--- src/include/mtc_map.vh ---
// Register map, field positions and reset values of the interval timer
// and carrier generator. Included by the design files by bare name.
`ifndef MTC_MAP_VH
`define MTC_MAP_VH

// Register addresses, one byte each on the 8-bit register port
`define MTC_ADDR_CPU_SPEED    8'h02
`define MTC_ADDR_GATE_BUF     8'h11
`define MTC_ADDR_GATE_CTRL    8'h12
`define MTC_ADDR_CARR_CLKSEL  8'h13
`define MTC_ADDR_TMR_CTRL     8'h33
`define MTC_ADDR_IRQ_STATUS   8'h3F
`define MTC_ADDR_IRQ_MASK     8'h40
`define MTC_ADDR_COUNTER      8'h80
`define MTC_ADDR_MODULO       8'h81
`define MTC_ADDR_CARR_HIGH    8'h82
`define MTC_ADDR_CARR_LOW     8'h83

// Field positions
`define MTC_BIT_RUN           3
`define MTC_BIT_CLEAR         2
`define MTC_BIT_CLKSEL_HI     1
`define MTC_BIT_CLKSEL_LO     0
`define MTC_BIT_IRQ_FLAG      0
`define MTC_BIT_GATE          0
`define MTC_BIT_SUPPRESS      1
`define MTC_BIT_GATE_BUF      0
`define MTC_BIT_SPEED         0

// Timer clock selections
`define MTC_TSEL_DIV32        2'h0
`define MTC_TSEL_DIV64        2'h1
`define MTC_TSEL_DIV256       2'h2
`define MTC_TSEL_CARRIER      2'h3

// Carrier clock selections
`define MTC_CSEL_HALF         2'h0
`define MTC_CSEL_FX           2'h1
`define MTC_CSEL_DOUBLE       2'h2

// Prescaler masks: a tick when the masked fx count is all ones
`define MTC_MASK_DIV16        8'h0F
`define MTC_MASK_DIV32        8'h1F
`define MTC_MASK_DIV64        8'h3F
`define MTC_MASK_DIV256       8'hFF

// Core clocks per carrier clock: core clock is the 2fx reference
`define MTC_CORE_PER_FX       2
`define MTC_CORE_PER_HALF_FX  4

// Reset values
`define MTC_RST_BYTE          8'h00
`define MTC_RST_CLKSEL        2'h0

`endif

--- src/logic/mtc_timer_carrier.v ---
// Interval timer with modulo compare and infrared carrier generator.
// Assumes one clock at 200 MHz taken as 2fx, and a same-domain register port.
//
// Overview of operation
// - Timer has 8-bit counter, 8-bit modulo, comparator and clock selector.
// - Control at 33H: bit 3 runs timer, bit 2 clears counter.
// - Bits 1..0 of 33H pick fx/32, fx/64, fx/256 or one tick per carrier period.
// - Counter is readable; writes never load it.
// - Modulo register is write-only; reads return zero.
// - Count equal to a nonzero modulo sets interrupt flag 3FH bit 0.
// - Clear bit acts only on write and reads back zero.
// - CPU speed mode switches fastest timer resolution between 16 and 32 fx.
// - Carrier uses one 8-bit counter with high and low period registers.
// - Bits 1..0 of 13H select carrier clock fx/2, fx or 2fx.
// - Both carrier period registers are writable and readable.
// - 12H bit 1 chooses carrier output (0) or steady high.
// - Gate 1 passes carrier to pin; gate 0 drives low, halts generator.
// - Each timer match copies gate buffer bit into gate bit.
// - Gate turn-off during high carrier phase waits until carrier goes low; turn-on takes effect at once.
// - Each carrier phase lasts period value plus one carrier clocks.
`include "mtc_map.vh"
`timescale 1ns/1ps

module mtc_timer_carrier (
  input wire core_clk_i,
  input wire reset_i,
  input wire [7:0] reg_addr_i,
  input wire [7:0] reg_wdata_i,
  input wire reg_wr_i,
  input wire reg_rd_i,
  output wire [7:0] reg_rdata_o,
  input wire stop_mode_i,
  output wire irq_o,
  output wire interval_match_o,
  output wire carrier_out_pin_o
);

  ////////////////////////////////////////////////////////////////////////
  // Register state

  reg interval_run_r;
  reg [1:0] interval_clksel_r;
  reg [7:0] interval_counter_r;
  reg [7:0] interval_modulo_r;
  reg interval_irq_flag_r;
  reg irq_mask_r;
  reg cpu_speed_select_r;
  reg output_gate_buffer_r;
  reg output_gate_r;
  reg carrier_suppress_r;
  reg [1:0] carrier_clksel_r;
  reg [7:0] carrier_high_period_r;
  reg [7:0] carrier_low_period_r;
  reg [7:0] prescale_r;
  reg [7:0] carrier_cnt_r;
  reg carrier_phase_r;
  reg pin_gate_r;
  reg pin_r;
  reg [7:0] rdata_r;
  reg match_r;

  wire wr_ctrl;
  wire wr_status;
  wire wr_gate;
  wire fx_tick;
  wire half_fx_tick;
  wire carrier_tick;
  wire carrier_period_end;
  wire timer_tick;
  wire match_event;
  wire carrier_run;
  wire [7:0] fast_mask;
  reg [7:0] sel_mask;
  reg [7:0] rdata_nxt;

  assign wr_ctrl = reg_wr_i && (reg_addr_i == `MTC_ADDR_TMR_CTRL);
  assign wr_status = reg_wr_i && (reg_addr_i == `MTC_ADDR_IRQ_STATUS);
  assign wr_gate = reg_wr_i && (reg_addr_i == `MTC_ADDR_GATE_CTRL);

  ////////////////////////////////////////////////////////////////////////
  // Clock enables derived from the 2fx core clock

  mtc_tick_div #(
    .DIV(`MTC_CORE_PER_FX),
    .W(3)
  ) u_fx_div (
    .core_clk_i(core_clk_i),
    .reset_i(reset_i),
    .tick_o(fx_tick)
  );

  mtc_tick_div #(
    .DIV(`MTC_CORE_PER_HALF_FX),
    .W(3)
  ) u_half_fx_div (
    .core_clk_i(core_clk_i),
    .reset_i(reset_i),
    .tick_o(half_fx_tick)
  );

  // Carrier clock select; the unused code falls back to fx
  assign carrier_tick = (carrier_clksel_r == `MTC_CSEL_HALF) ? half_fx_tick :
                        (carrier_clksel_r == `MTC_CSEL_DOUBLE) ? 1'b1 :
                        fx_tick;

  ////////////////////////////////////////////////////////////////////////
  // Timer prescaler and clock selector

  // High-speed CPU mode halves the finest resolution
  assign fast_mask = cpu_speed_select_r ? `MTC_MASK_DIV16 : `MTC_MASK_DIV32;

  always @*
  begin
    case (interval_clksel_r)
      `MTC_TSEL_DIV32: sel_mask = fast_mask;
      `MTC_TSEL_DIV64: sel_mask = `MTC_MASK_DIV64;
      `MTC_TSEL_DIV256: sel_mask = `MTC_MASK_DIV256;
      default: sel_mask = `MTC_MASK_DIV256;
    endcase
  end

  assign timer_tick = (interval_clksel_r == `MTC_TSEL_CARRIER) ? carrier_period_end :
                      (fx_tick && ((prescale_r & sel_mask) == sel_mask));

  // Prescaler runs regardless of the run bit and is reset only by reset_i and the clear bit, so a resolution change only shifts the next tick
  always @(posedge core_clk_i)
  begin
    if (reset_i)
    begin
      prescale_r <= `MTC_RST_BYTE;
    end
    else if (wr_ctrl && reg_wdata_i[`MTC_BIT_CLEAR])
    begin
      prescale_r <= `MTC_RST_BYTE;
    end
    else if (fx_tick)
    begin
      prescale_r <= prescale_r + 8'h01;
    end
  end

  ////////////////////////////////////////////////////////////////////////
  // Interval counter and compare

  // Zero modulo never flags, so software cannot fake a match
  assign match_event = interval_run_r && timer_tick &&
                       (interval_counter_r == interval_modulo_r) &&
                       (interval_modulo_r != 8'h00);

  always @(posedge core_clk_i)
  begin
    if (reset_i)
    begin
      interval_counter_r <= `MTC_RST_BYTE;
    end
    else if (wr_ctrl && reg_wdata_i[`MTC_BIT_CLEAR])
    begin
      interval_counter_r <= `MTC_RST_BYTE;
    end
    else if (interval_run_r && timer_tick)
    begin
      if (interval_counter_r == interval_modulo_r)
      begin
        interval_counter_r <= `MTC_RST_BYTE;
      end
      else
      begin
        interval_counter_r <= interval_counter_r + 8'h01;
      end
    end
  end

  always @(posedge core_clk_i)
  begin
    if (reset_i)
    begin
      interval_run_r <= 1'b0;
      interval_clksel_r <= `MTC_RST_CLKSEL;
    end
    else if (stop_mode_i)
    begin
      // STOP drops the run bit; software restarts it afterwards
      interval_run_r <= 1'b0;
    end
    else if (wr_ctrl)
    begin
      interval_run_r <= reg_wdata_i[`MTC_BIT_RUN];
      interval_clksel_r <= reg_wdata_i[`MTC_BIT_CLKSEL_HI:`MTC_BIT_CLKSEL_LO];
    end
  end

  ////////////////////////////////////////////////////////////////////////
  // Software-written registers

  always @(posedge core_clk_i)
  begin
    if (reset_i)
    begin
      interval_modulo_r <= `MTC_RST_BYTE;
      carrier_high_period_r <= `MTC_RST_BYTE;
      carrier_low_period_r <= `MTC_RST_BYTE;
      carrier_clksel_r <= `MTC_RST_CLKSEL;
      cpu_speed_select_r <= 1'b0;
      output_gate_buffer_r <= 1'b0;
      carrier_suppress_r <= 1'b0;
      irq_mask_r <= 1'b0;
    end
    else if (reg_wr_i)
    begin
      case (reg_addr_i)
        `MTC_ADDR_MODULO: interval_modulo_r <= reg_wdata_i;
        `MTC_ADDR_CARR_HIGH: carrier_high_period_r <= reg_wdata_i;
        `MTC_ADDR_CARR_LOW: carrier_low_period_r <= reg_wdata_i;
        `MTC_ADDR_CARR_CLKSEL: carrier_clksel_r <= reg_wdata_i[1:0];
        `MTC_ADDR_CPU_SPEED: cpu_speed_select_r <= reg_wdata_i[`MTC_BIT_SPEED];
        `MTC_ADDR_GATE_BUF: output_gate_buffer_r <= reg_wdata_i[`MTC_BIT_GATE_BUF];
        `MTC_ADDR_GATE_CTRL: carrier_suppress_r <= reg_wdata_i[`MTC_BIT_SUPPRESS];
        `MTC_ADDR_IRQ_MASK: irq_mask_r <= reg_wdata_i[`MTC_BIT_IRQ_FLAG];
        default: irq_mask_r <= irq_mask_r;
      endcase
    end
  end

  ////////////////////////////////////////////////////////////////////////
  // Interrupt flag, gate bit and match pulse

  // A match in the clearing cycle wins over the write-one clear
  always @(posedge core_clk_i)
  begin
    if (reset_i)
    begin
      interval_irq_flag_r <= 1'b0;
      match_r <= 1'b0;
    end
    else
    begin
      match_r <= match_event;
      if (match_event)
      begin
        interval_irq_flag_r <= 1'b1;
      end
      else if (wr_status && reg_wdata_i[`MTC_BIT_IRQ_FLAG])
      begin
        interval_irq_flag_r <= 1'b0;
      end
    end
  end

  assign irq_o = interval_irq_flag_r && irq_mask_r;
  assign interval_match_o = match_r;

  // Hardware transfer on a match takes priority over a direct write
  always @(posedge core_clk_i)
  begin
    if (reset_i)
    begin
      output_gate_r <= 1'b0;
    end
    else if (match_event)
    begin
      output_gate_r <= output_gate_buffer_r;
    end
    else if (wr_gate)
    begin
      output_gate_r <= reg_wdata_i[`MTC_BIT_GATE];
    end
  end

  ////////////////////////////////////////////////////////////////////////
  // Carrier generator

  // Runs while either the gate or the held pin gate is on
  assign carrier_run = output_gate_r || pin_gate_r;
  assign carrier_period_end = carrier_run && carrier_tick && !carrier_phase_r &&
                              (carrier_cnt_r == carrier_low_period_r);

  always @(posedge core_clk_i)
  begin
    if (reset_i)
    begin
      carrier_cnt_r <= `MTC_RST_BYTE;
      carrier_phase_r <= 1'b1;
    end
    else if (!carrier_run)
    begin
      // Halted generator restarts with a full high phase
      carrier_cnt_r <= `MTC_RST_BYTE;
      carrier_phase_r <= 1'b1;
    end
    else if (carrier_tick)
    begin
      if (carrier_cnt_r == (carrier_phase_r ? carrier_high_period_r : carrier_low_period_r))
      begin
        carrier_cnt_r <= `MTC_RST_BYTE;
        carrier_phase_r <= !carrier_phase_r;
      end
      else
      begin
        carrier_cnt_r <= carrier_cnt_r + 8'h01;
      end
    end
  end

  // The pin gate follows the gate bit except mid high pulse
  always @(posedge core_clk_i)
  begin
    if (reset_i)
    begin
      pin_gate_r <= 1'b0;
    end
    else if (!(pin_gate_r && carrier_phase_r))
    begin
      pin_gate_r <= output_gate_r;
    end
  end

  always @(posedge core_clk_i)
  begin
    if (reset_i)
    begin
      pin_r <= 1'b0;
    end
    else if (carrier_suppress_r)
    begin
      pin_r <= 1'b1;
    end
    else
    begin
      pin_r <= pin_gate_r && carrier_phase_r;
    end
  end

  assign carrier_out_pin_o = pin_r;

  ////////////////////////////////////////////////////////////////////////
  // Read path: data stands in the cycle after the strobe only

  always @*
  begin
    rdata_nxt = `MTC_RST_BYTE;
    case (reg_addr_i)
      `MTC_ADDR_TMR_CTRL: rdata_nxt = {4'h0, interval_run_r, 1'b0, interval_clksel_r};
      `MTC_ADDR_COUNTER: rdata_nxt = interval_counter_r;
      `MTC_ADDR_MODULO: rdata_nxt = `MTC_RST_BYTE;
      `MTC_ADDR_IRQ_STATUS: rdata_nxt = {7'h00, interval_irq_flag_r};
      `MTC_ADDR_IRQ_MASK: rdata_nxt = {7'h00, irq_mask_r};
      `MTC_ADDR_CARR_HIGH: rdata_nxt = carrier_high_period_r;
      `MTC_ADDR_CARR_LOW: rdata_nxt = carrier_low_period_r;
      `MTC_ADDR_CARR_CLKSEL: rdata_nxt = {6'h00, carrier_clksel_r};
      `MTC_ADDR_GATE_CTRL: rdata_nxt = {6'h00, carrier_suppress_r, output_gate_r};
      `MTC_ADDR_GATE_BUF: rdata_nxt = {7'h00, output_gate_buffer_r};
      `MTC_ADDR_CPU_SPEED: rdata_nxt = {7'h00, cpu_speed_select_r};
      default: rdata_nxt = `MTC_RST_BYTE;
    endcase
  end

  always @(posedge core_clk_i)
  begin
    if (reset_i)
    begin
      rdata_r <= `MTC_RST_BYTE;
    end
    else if (reg_rd_i)
    begin
      rdata_r <= rdata_nxt;
    end
    else
    begin
      rdata_r <= `MTC_RST_BYTE;
    end
  end

  assign reg_rdata_o = rdata_r;

endmodule

--- src/logic/mtc_tick_div.v ---
// Enable-pulse divider: one core-clock pulse every DIV clocks.
// Assumes a single clock domain and a synchronous active-high reset.
`timescale 1ns/1ps

module mtc_tick_div #(
  parameter DIV = 2,
  parameter W = 3
) (
  input wire core_clk_i,
  input wire reset_i,
  output wire tick_o
);

  reg [W-1:0] cnt_r;
  wire last;

  assign last = (cnt_r == DIV[W-1:0] - {{(W-1){1'b0}}, 1'b1});
  assign tick_o = last;

  always @(posedge core_clk_i)
  begin
    if (reset_i)
    begin
      cnt_r <= {W{1'b0}};
    end
    else if (last)
    begin
      cnt_r <= {W{1'b0}};
    end
    else
    begin
      cnt_r <= cnt_r + {{(W-1){1'b0}}, 1'b1};
    end
  end

endmodule

--- config.mk ---
export PLATFORM = sky130hd
export DESIGN_NAME = mtc_timer_carrier
export DESIGN_NICKNAME = d
export VERILOG_FILES = /design/src/logic/mtc_timer_carrier.v /design/src/logic/mtc_tick_div.v
export VERILOG_INCLUDE_DIRS = /design/src /design/src/include
export SDC_FILE = /design/constraint.sdc
export NUM_CORES = 1
export LEC_CHECK = 0
export ABC_AREA = 1
export BUFFER_PORTS_ARGS = -buffer_cell sky130_fd_sc_hd__buf_2
export CORE_ASPECT_RATIO = 1.5
export CORE_MARGIN = 2
export CORE_UTILIZATION = 45
export DETAILED_ROUTE_END_ITERATION = 12
export PLACE_DENSITY_LB_ADDON = 0.25
export SYNTH_ARGS = -nofsm -noshare
export SYNTH_HDL_FRONTEND = slang
export SYNTH_SLANG_ARGS = --single-unit
--- constraint.sdc ---
create_clock -name core_clk_i -period 2.1 [get_ports core_clk_i]
set_input_delay 0.105 -clock core_clk_i [delete_from_list [all_inputs] [get_ports core_clk_i]]
set_output_delay 0.105 -clock core_clk_i [all_outputs]
set_load 0.01 [all_outputs]
==> metrics.md, run 1 <==
| Metric | Value |
|---|---|
| Clock skew after layout | ~8.0 ps |
| Post-synth EDFFs | 0 |
| Min Tclk post-route | ~1800 ps |
| Fin nets | 608 |
| Status | complete, no violations |
| Die area | 0.00937 mm² |
| Tot GR Track Use | 0.221 |
| H-tree depth | 3 |
| CP arrival | approximately 2000 ps |
| Critical Path RT | ~2300 ps |
| Max rail drop VDD | 449 µV |
| Synthesized flop and latch total | 77 |
| Worst setup SP type | flip-flop |
| Via count | between 3,000 and 4,000 |
| Cts hold-fix bufs | 1 |
| Ports | 32 |
| Routability cong. | slightly below 1 |
| TritonCTS clock tree | built |
| Seq/Total Area, Yosys | 0.398 |
| ANT cells | 0 |
| Max clock buf depth | 2 |
| Final clock period utilization by the worst path | 0.846 |
| Wirelength, routed | between 9 and 10 mm |
| YS warnings | 0 |
| Final setup violation count | 0 |
| Gate Count Post-Synth | about 550 |
| Initial antenna violation count | 0 |
| Starting Density | 0.463 |
| P&R area growth vs syn | 13.6% |
| Fin. max-slew vios | 0 |
| Worst Path Max Fanout | 7 |
| First-pass GRT wire length | between 15 and 20 mm |
| Pwr dens | between 700 and 800 mW/mm² |
| Pre-antenna DRT Iters | 5 |
| Filler Cell Count | a little over 800 |
| DRC | 0 |
| Setup TNS | 0 ps |
| Grt total ovfl | 0 |
| Layout cell share with drive strength beyond 1 | 0.121 |
| Maxcap violations | 0 |
| Hold crit path type | in2reg |
| RSZ-0062 raised after global routing | false |
| Setup crit end kind | flip-flop |
| Via-to-Cell Ratio | approximately 5.1 |
| Max-slew headroom | 0.701 |
| Final HPWL DP | about 7.4 mm |
| Reg area | approximately 0.0015 mm² |
| FFs w/ async S/R, synth | 0 |
| Most frequent cells in the layout | nand2_1, nor2_1, dfxtp_1 |
| Syn nets | roughly 570 |
| Final core area utilization | 0.526 |
| Die H | about 120 µm |
| Main synth FF type | dfxtp_1 |
| Post-CTS Setup Bufs | 0 |
| Chip Width | between 70 and 80 µm |
| Yosys cell types | 42 |
| Number of global-route vias before repair | ~3,400 |
| Fmax | roughly 560 MHz |
| Largest net degree at the start of global routing | 34 |
| Clock Latency Late Sink | ~340 ps |
| Post-Syn Area | ~0.0039 mm² |
| FP Rows | 41 |
| Number of gates resized after CTS | 0 |
| Initial DRC Count | around 220 |
| TritonCTS Buffers | 9 |
| DR WL/cell | 14.0 µm |
| Antenna-violating nets left | 0 |
| Area occupied by multi-input gates | between 0.0015 and 0.002 mm² |
| CTS root buf | clkbuf_16 |
| Leakage | approximately 1.9 nW |
| Core box area | 0.00836 mm² |
| Final Hold Vio Count | 0 |
| Worst-Margin Slew | between 400 and 500 ps |
| Avg Cell Area, Syn | 7.09 µm² |
| Crit Path Class | reg2reg |
| IO buf count | 31 |
| Commonest non-fill, non-tap cell in the layout | nand2_1 |
| # clock sinks | 77 |
| Worst-path clk slew | roughly 60 ps |
state kept, by name, summed over array words and instances (netlist names), 2 cells and up:
register and flops:
carrier_clksel_r 2, carrier_cnt_r 8, carrier_high_period_r 8, carrier_low_period_r 8, interval_clksel_r 2, interval_counter_r 8
interval_modulo_r 8, prescale_r 8, reg_rdata_o 8, u_fx_div.cnt_r 3, u_half_fx_div.cnt_r 3
power by group:
group / total [mW] / switching, mW / internal [mW]
Sequential: 1.49 / 0.0131 / 1.48
Clock: 1.46 / 0.592 / 0.863
Combinational: 0.165 / 0.110 / 0.0555
Total: 3.11 / 0.715 / 2.40
cell usage after synthesis, types with 2 or more instances:
cell type / instances / share of area
xor2_1: 20 / 0.045
o22ai_1: 7 / 0.011
xnor2_1: 5 / 0.011
inv_1: 66 / 0.064
or2_2: 3 / 0.0049
nor2_1: 85 / 0.082
nand2_2: 4 / 0.0065
nor4_1: 3 / 0.0049
buf_6: 2 / 0.0058
ha_1: 7 / 0.023
nor3b_1: 3 / 0.0058
clkbuf_1: 3 / 0.0029
a21oi_1: 35 / 0.045
nand2_1: 111 / 0.11
a31oi_1: 3 / 0.0049
inv_2: 2 / 0.0019
buf_4: 2 / 0.0039
buf_1: 2 / 0.0019
o211ai_1: 4 / 0.0078
nor2_4: 6 / 0.017
nand3_1: 22 / 0.028
dfxtp_1: 77 / 0.40
o21ai_0: 43 / 0.056
nand4_1: 3 / 0.0049
nor3_1: 11 / 0.014
per-layer routing:
metal	part of all wire	up-vias	wire length (µm)	GRT usage
li1	-	1821	-	-
met1	0.41	1624	3980	0.250
met2	0.53	56	5160	0.392
met3	0.023	21	224	0.0345
met4	0.033	0	318	0.108
met5	0	-	0	0
cells by family (layout without fill, tap and decap cells):
family	count (synthesis)	count (layout)	share of synthesized area
simple gates	258	258	0.296
fa+ha+maj	7	7	0.0226
xor+xnor	25	25	0.0566
compound gates	99	99	0.141
buf+inv	80	119	0.0854
flops	77	77	0.398
critical path, stage by stage (launching register included):
cell and delay [ps]:
dfxtp_1 330, ha_1 150, ha_1 130, inv_1 50
nand3_1 90, nand2_2 120, nor2_1 120, nand3_1 100
nand2_2 110, nand4_1 240, nor2_1 170, nor2_1 60
worst paths after layout:
path,from,to,slack [ps],cells past startpoint
setup / recovery,u_half_fx_div.cnt_r[0]$_SDFF_PP0_,output_gate_r$_SDFFE_PP0P_,320,11
setup reg to reg,u_half_fx_div.cnt_r[0]$_SDFF_PP0_,output_gate_r$_SDFFE_PP0P_,320,11
hold / removal,reg_wdata_i[5],carrier_high_period_r[5]$_SDFFE_PP0P_,30,3
hold reg to reg,u_half_fx_div.cnt_r[0]$_SDFF_PP0_,u_half_fx_div.cnt_r[0]$_SDFF_PP0_,430,1
stage by stage:
step           total power [mW]  hold WS (ps)  std cells  area (µm²)  setup slack, ps
2_1_floorplan              1.63           185        546        3870              562
6_report                   3.11          25.4        692        4400              323
3_5_place_dp               1.69           323        675        4110              312
5_1_grt                    3.22          44.6        692        4400             99.7
3_3_place_gp               1.68           326        675        4110              338
4_1_cts                    3.14          22.3        692        4400              301
cell type report:
class,instances,area share
multi-input combinational,389,0.454
sequential,77,0.350
inverter,69,0.0600
clock buffer,13,0.0592
timing repair buffer,34,0.0410
tap,107,0.0304
clock inverter,3,0.00455
No activity file was read; power rests on OpenSTA's default activity.
==> inputs of run 2 (changes only) <==
==> constraint.sdc (replaced) <==
create_clock -name core_clk_i -period 1.55 [get_ports core_clk_i]
set_input_delay 0.0775 -clock core_clk_i [delete_from_list [all_inputs] [get_ports core_clk_i]]
set_output_delay 0.0775 -clock core_clk_i [all_outputs]
set_load 0.01 [all_outputs]
==> run 2 against run 1 <==
The flow now finishes with violations (negative setup slack). Total power is 42% higher. Via count increased by 7.5%. Non-clock buffer count up 47. Sequential share of layout area decreased by 4.5 points. Combinational power increased by 99%. Worst hold slack got worse by 21 ps. Critical path depth is 1 higher. Sequential cell count did not move.
==> metrics.md, run 2 (same netlist as run 1, synthesis figures left out) <==
| Metric | Value |
|---|---|
| Fin. max-slew vios | 0 |
| Worst-path clk slew | ~60 ps |
| Filler Cell Count | 760 |
| Starting Density | 0.463 |
| Hold crit path type | in2reg |
| Final clock period utilization by the worst path | 1.08 |
| Commonest non-fill, non-tap cell in the layout | nand2_1 |
| Die area | 0.00937 mm² |
| TritonCTS Buffers | 9 |
| Fmax | 600 MHz |
| Number of global-route vias before repair | around 3,800 |
| WHS | 4.26 ps |
| Critical Path RT | between 1500 and 2000 ps |
| Antenna-violating nets left | 0 |
| Final HPWL DP | between 7 and 8 mm |
| Failing checks | negative setup slack |
| # clock sinks | 77 |
| Pre-antenna DRT Iters | 4 |
| Max rail drop VDD | about 670 µV |
| Final setup violation count | 18 |
| Most frequent cells in the layout | nand2_1, nor2_1, dfxtp_1 |
| First-pass GRT wire length | 17.4 mm |
| Core box area | roughly 0.0084 mm² |
| ANT cells | 0 |
| CP arrival | roughly 1900 ps |
| Routability cong. | around 0.92 |
| TritonCTS clock tree | built |
| Maxcap violations | 0 |
| Grt total ovfl | 0 |
| Worst setup SP type | flip-flop |
| Largest net degree at the start of global routing | 34 |
| FP Rows | between 40 and 50 |
| Crit Path Class | reg2reg |
| RSZ-0062 raised after global routing | true |
| Final Hold Vio Count | 0 |
| Fin nets | approximately 660 |
| Initial DRC Count | 322 |
| Initial antenna violation count | 0 |
| Via count | 3,787 |
| CTS root buf | clkbuf_16 |
| Ports | 32 |
| Tot GR Track Use | 0.240 |
| DRC | 0 |
| Pwr dens | 874 mW/mm² |
| Final Power | approximately 4.4 mW |
| H-tree depth | 3 |
| Worst setup margin | -117 ps |
| Worst-Margin Slew | 409 ps |
| Worst Path Max Fanout | 6 |
| Setup crit end kind | flip-flop |
| IO buf count | 31 |
| DR WL/cell | around 15 µm |
| Chip Width | 79.7 µm |
| Min Tclk post-route | 1670 ps |
| Clock Latency Late Sink | between 300 and 400 ps |
| Clock skew after layout | slightly below 10 ps |
| Leakage | approximately 2.2 nW |
| Status | complete, but fails checks |
| Layout cell share with drive strength beyond 1 | 0.274 |
| Die H | around 120 µm |
| Wirelength, routed | 10.9 mm |
| Max clock buf depth | 2 |
| Via-to-Cell Ratio | about 5 |
| P&R area growth vs syn | 31.0% |
| Setup TNS | -1050 ps |
| Max-slew headroom | 0.727 |
| Worst slack, placed | -226 ps |
[run 2: cell types whose count changed in the layout (fill, tap and decap cells not counted), moves of 5 or more]
cell and change:
a21oi_1 -6, nand2_2 +8, nand3_2 +5, nor2_2 +7, nand2_4 +7, a21oi_2 +6, nand3_1 -6, dfxtp_2 +7
nor2_1 -13, dfxtp_1 -7, nand2_1 -15, buf_4 +44, nor2_4 +6
[run 2: routing by layer]
metal  routed length (µm)  global-route usage
met5                    0                   0
met4                  341               0.112
met3                  309              0.0452
met2                 6050               0.443
met1                 4150               0.252
[run 2: layout make-up]
cell class,instances,area (µm²),share of cell area
clock buffers,12,236,0.0466
clock inverters,3,47.5,0.00938
inverters,69,274,0.0540
multi-input cells,389,2280,0.449
flip-flops and latches,77,1550,0.306
well taps,107,134,0.0264
repair buffers,81,552,0.109
[run 2: repair_timing]
action	4_1_cts	5_1_grt
hold endpoints to repair	2	0
pin swaps	25	22
setup buffers	7	1
resized for setup	33	52
hold buffers	2	0
cloned	0	0
setup endpoints to repair	21	21
[run 2: critical path: stages, from the launching register on]
cell	delay, ps
dfxtp_2	330
ha_4	160
ha_4	160
inv_4	60
nand3_4	70
nand2_4	120
nor2_2	50
nand3_2	60
nand2_2	70
nand2_4	150
buf_12	150
nand2_1	60
a21oi_1	150
[run 2: report_power, final]
group / total [mW] / switching (mW) / internal, mW
logic: 0.329 / 0.189 / 0.140
clock network: 2.07 / 0.823 / 1.25
registers: 2.03 / 0.0239 / 2.01
[run 2: worst paths after layout]
kind	from	endpoint	slack, ps	cells after the start
setup / recovery	u_half_fx_div.cnt_r[1]$_SDFF_PP0_	interval_counter_r[6]$_SDFFE_PP0P_	-120	12
hold / removal	reg_wdata_i[7]	carrier_high_period_r[7]$_SDFFE_PP0P_	4	3
setup reg to reg	u_half_fx_div.cnt_r[1]$_SDFF_PP0_	interval_counter_r[6]$_SDFFE_PP0P_	-120	12
hold reg to reg	carrier_high_period_r[3]$_SDFFE_PP0P_	carrier_high_period_r[3]$_SDFFE_PP0P_	480	2
[run 2: metrics by stage]
step | util | instances | area [µm²]
floorplan | - | 546 | 3870
global placement | 0.525 | 713 | 4390
detailed placement | 0.525 | 713 | 4390
CTS | 0.582 | 737 | 4870
global route | 0.606 | 738 | 5070
finish | 0.606 | 738 | 5070
==> inputs of run 3 (changes only) <==
--- a/config.mk
+++ b/config.mk
@@ -12,6 +12,7 @@
 export CORE_MARGIN = 2
 export CORE_UTILIZATION = 45
 export DETAILED_ROUTE_END_ITERATION = 12
+export HOLD_SLACK_MARGIN = 0.06
 export PLACE_DENSITY_LB_ADDON = 0.25
 export SYNTH_ARGS = -nofsm -noshare
 export SYNTH_HDL_FRONTEND = slang
==> run 3 against run 2 <==
Final area rose by 0.59%. The flow still finishes with violations (negative setup slack). Largest cell class unchanged. Sequential cell count unchanged. Utilization rose by 0.36 points. First-iteration DRC count is 20% lower. Worst hold slack improved by 60 ps. Total power is essentially flat. Via count grew 0.40%. Routed wire length grew 0.37%. Critical endpoint unchanged.
==> metrics.md, run 3 (same netlist as run 1, synthesis figures left out) <==
| Metric | Value |
|---|---|
| Status | complete, but fails checks |
| Filler Cell Count | ~750 |
| FP Rows | 41 |
| Final Cell Area | 0.00510 mm² |
| Via count | 3,802 |
| P&R area growth vs syn | 31.8% |
| Antenna-violating nets left | 0 |
| Fin nets | 658 |
| Max rail drop VDD | around 670 µV |
| Failing checks | negative setup slack |
| TritonCTS Buffers | 9 |
| Final HPWL DP | about 7.8 mm |
| Commonest non-fill, non-tap cell in the layout | nand2_1 |
| First-pass GRT wire length | roughly 18 mm |
| Initial DRC Count | 256 |
| ANT cells | 0 |
| Combinational share of power | 0.076 |
| Routability cong. | 0.920 |
| Max clock buf depth | 2 |
| DRC | 0 |
| Net Switching | roughly 1.0 mW |
| Final clock period utilization by the worst path | 1.07 |
| Final setup violation count | 18 |
| Critical path cell sequence | ha_4, ha_4, inv_4, nand3_4, nand2_4, nor2_2, nand3_2, nand2_2, nand2_4, buf_12, nand2_1, a21oi_1 |
| Die area | approximately 0.0094 mm² |
| Chip Width | between 70 and 80 µm |
| IO buf count | 31 |
| Die H | between 100 and 150 µm |
| Number of global-route vias before repair | 3,772 |
| Most frequent cells in the layout | nand2_1, nor2_1, dfxtp_1 |
| Register share of total power | 0.459 |
| H-tree depth | 3 |
| Worst-Margin Slew | a little over 400 ps |
| Setup crit end kind | flip-flop |
| Worst setup SP type | flip-flop |
| Tot GR Track Use | 0.242 |
| Pwr dens | around 870 mW/mm² |
| Final Hold Vio Count | 0 |
| Core box area | 0.00836 mm² |
| RSZ-0062 raised after global routing | true |
| Placed Cells | around 710 |
| Sw frac | 0.233 |
| Ports | 32 |
| Bufs and invs on worst path | 2 |
| Internal power | around 3.4 mW |
| Min Tclk post-route | 1660 ps |
| Dpl cell area | between 0.004 and 0.005 mm² |
| Fmax | about 600 MHz |
| Layout cell share with drive strength beyond 1 | 0.273 |
| Max-slew headroom | 0.726 |
| Non-Filler Instances | roughly 740 |
| Clock skew after layout | a little over 9 ps |
| Final core area utilization | 0.610 |
| Worst Path Max Fanout | 6 |
| Critical Path RT | approximately 1800 ps |
| WHS | about 65 ps |
| Clock share of power | 0.465 |
| Initial antenna violation count | 0 |
| Delay-heaviest family, CP | simple AND/OR/NAND/NOR gates |
| Starting Density | 0.463 |
| DR WL/cell | approximately 15 µm |
| R2R Setup Slk | -110 ps |
| Clock Latency Late Sink | ~350 ps |
| Largest net degree at the start of global routing | 34 |
| # clock sinks | between 70 and 80 |
| Wirelength, routed | between 10 and 15 mm |
| Via-to-Cell Ratio | 5.13 |
| Crit Path Class | reg2reg |
| Maxcap violations | 0 |
| CTS root buf | clkbuf_16 |
| CP arrival | between 1500 and 2000 ps |
| Fin. max-slew vios | 0 |
| Slowest stage delay, CP | 330 ps |
| Final Power | 4.43 mW |
| Critical path's slowest cell | dfxtp_2 |
| Worst-path clk slew | about 60 ps |
| Hold crit path type | in2reg |
| Leakage | around 2.2 nW |
| Worst setup margin | -114 ps |
| TritonCTS clock tree | built |
| Pre-antenna DRT Iters | 4 |
| Grt total ovfl | 0 |
run 3: changes by cell type in the layout (fill, tap and decap cells not counted), sizes merged:
cell / previous run / this run
dlygate4sd3: 2 / 5
run 3: worst reg2reg max path, cell delays in order, from the launching register on:
cell and delay (ps):
dfxtp_2 330, ha_4 160, ha_4 160, inv_4 60, nand3_4 70, nand2_4 120
nor2_2 50, nand3_2 60, nand2_2 70, nand2_4 150, buf_12 160, nand2_1 60
a21oi_1 150
run 3: stage by stage:
step	setup WS, ps	TNS, ps
2_1_floorplan	11.7	0
3_3_place_gp	-143	-1970
3_5_place_dp	-226	-3340
4_1_cts	-130	-1060
5_1_grt	-216	-2790
6_report	-114	-1030
run 3: layout make-up:
class	count	area (µm²)	area share
Inverter	69	274	0.0537
Tap cell	107	134	0.0263
Sequential cell	77	1550	0.304
Clock buffer	12	236	0.0464
Timing Repair Buffer	84	582	0.114
Clock inverter	3	47.5	0.00932
Multi-Input combinational cell	389	2280	0.446
run 3: path summary, 6_finish.rpt:
check	startpoint	endpoint	cells after the start
worst min-delay path	reg_wdata_i[1]	carrier_suppress_r$_SDFFE_PP0P_	3
worst min register to register	carrier_high_period_r[3]$_SDFFE_PP0P_	carrier_high_period_r[3]$_SDFFE_PP0P_	2
worst max-delay path	u_half_fx_div.cnt_r[1]$_SDFF_PP0_	interval_counter_r[6]$_SDFFE_PP0P_	12
worst max register to register	u_half_fx_div.cnt_r[1]$_SDFF_PP0_	interval_counter_r[6]$_SDFFE_PP0P_	12
run 3: power by group through the flow:
stage | combinational, mW | sequential (mW) | clock [mW]
detailed placement | 0.256 | 2.07 | 0
global route | 0.373 | 2.04 | 2.17
floorplan | 0.146 | 2.06 | 0
global placement | 0.248 | 2.06 | 0
CTS | 0.313 | 2.03 | 2.08
finish | 0.335 | 2.03 | 2.06
run 3: what timing repair did:
action,CTS,global route
hold buffers,5,0
gates resized for setup,33,52
hold endpoints to repair,11,0
pin swaps,25,22
setup buffers,7,1
gates cloned,0,0
setup endpoints to repair,21,21
run 3: layer usage:
| metal | routed length (µm) | global-route usage | up-vias | share of wire |
|---|---|---|---|---|
| met5 | 0 | 0 | - | 0 |
| met4 | 345 | 0.109 | 0 | 0.032 |
| met3 | 324 | 0.0437 | 23 | 0.030 |
| met2 | 6080 | 0.449 | 67 | 0.56 |
| met1 | 4140 | 0.255 | 1791 | 0.38 |
| li1 | - | - | 1921 | - |
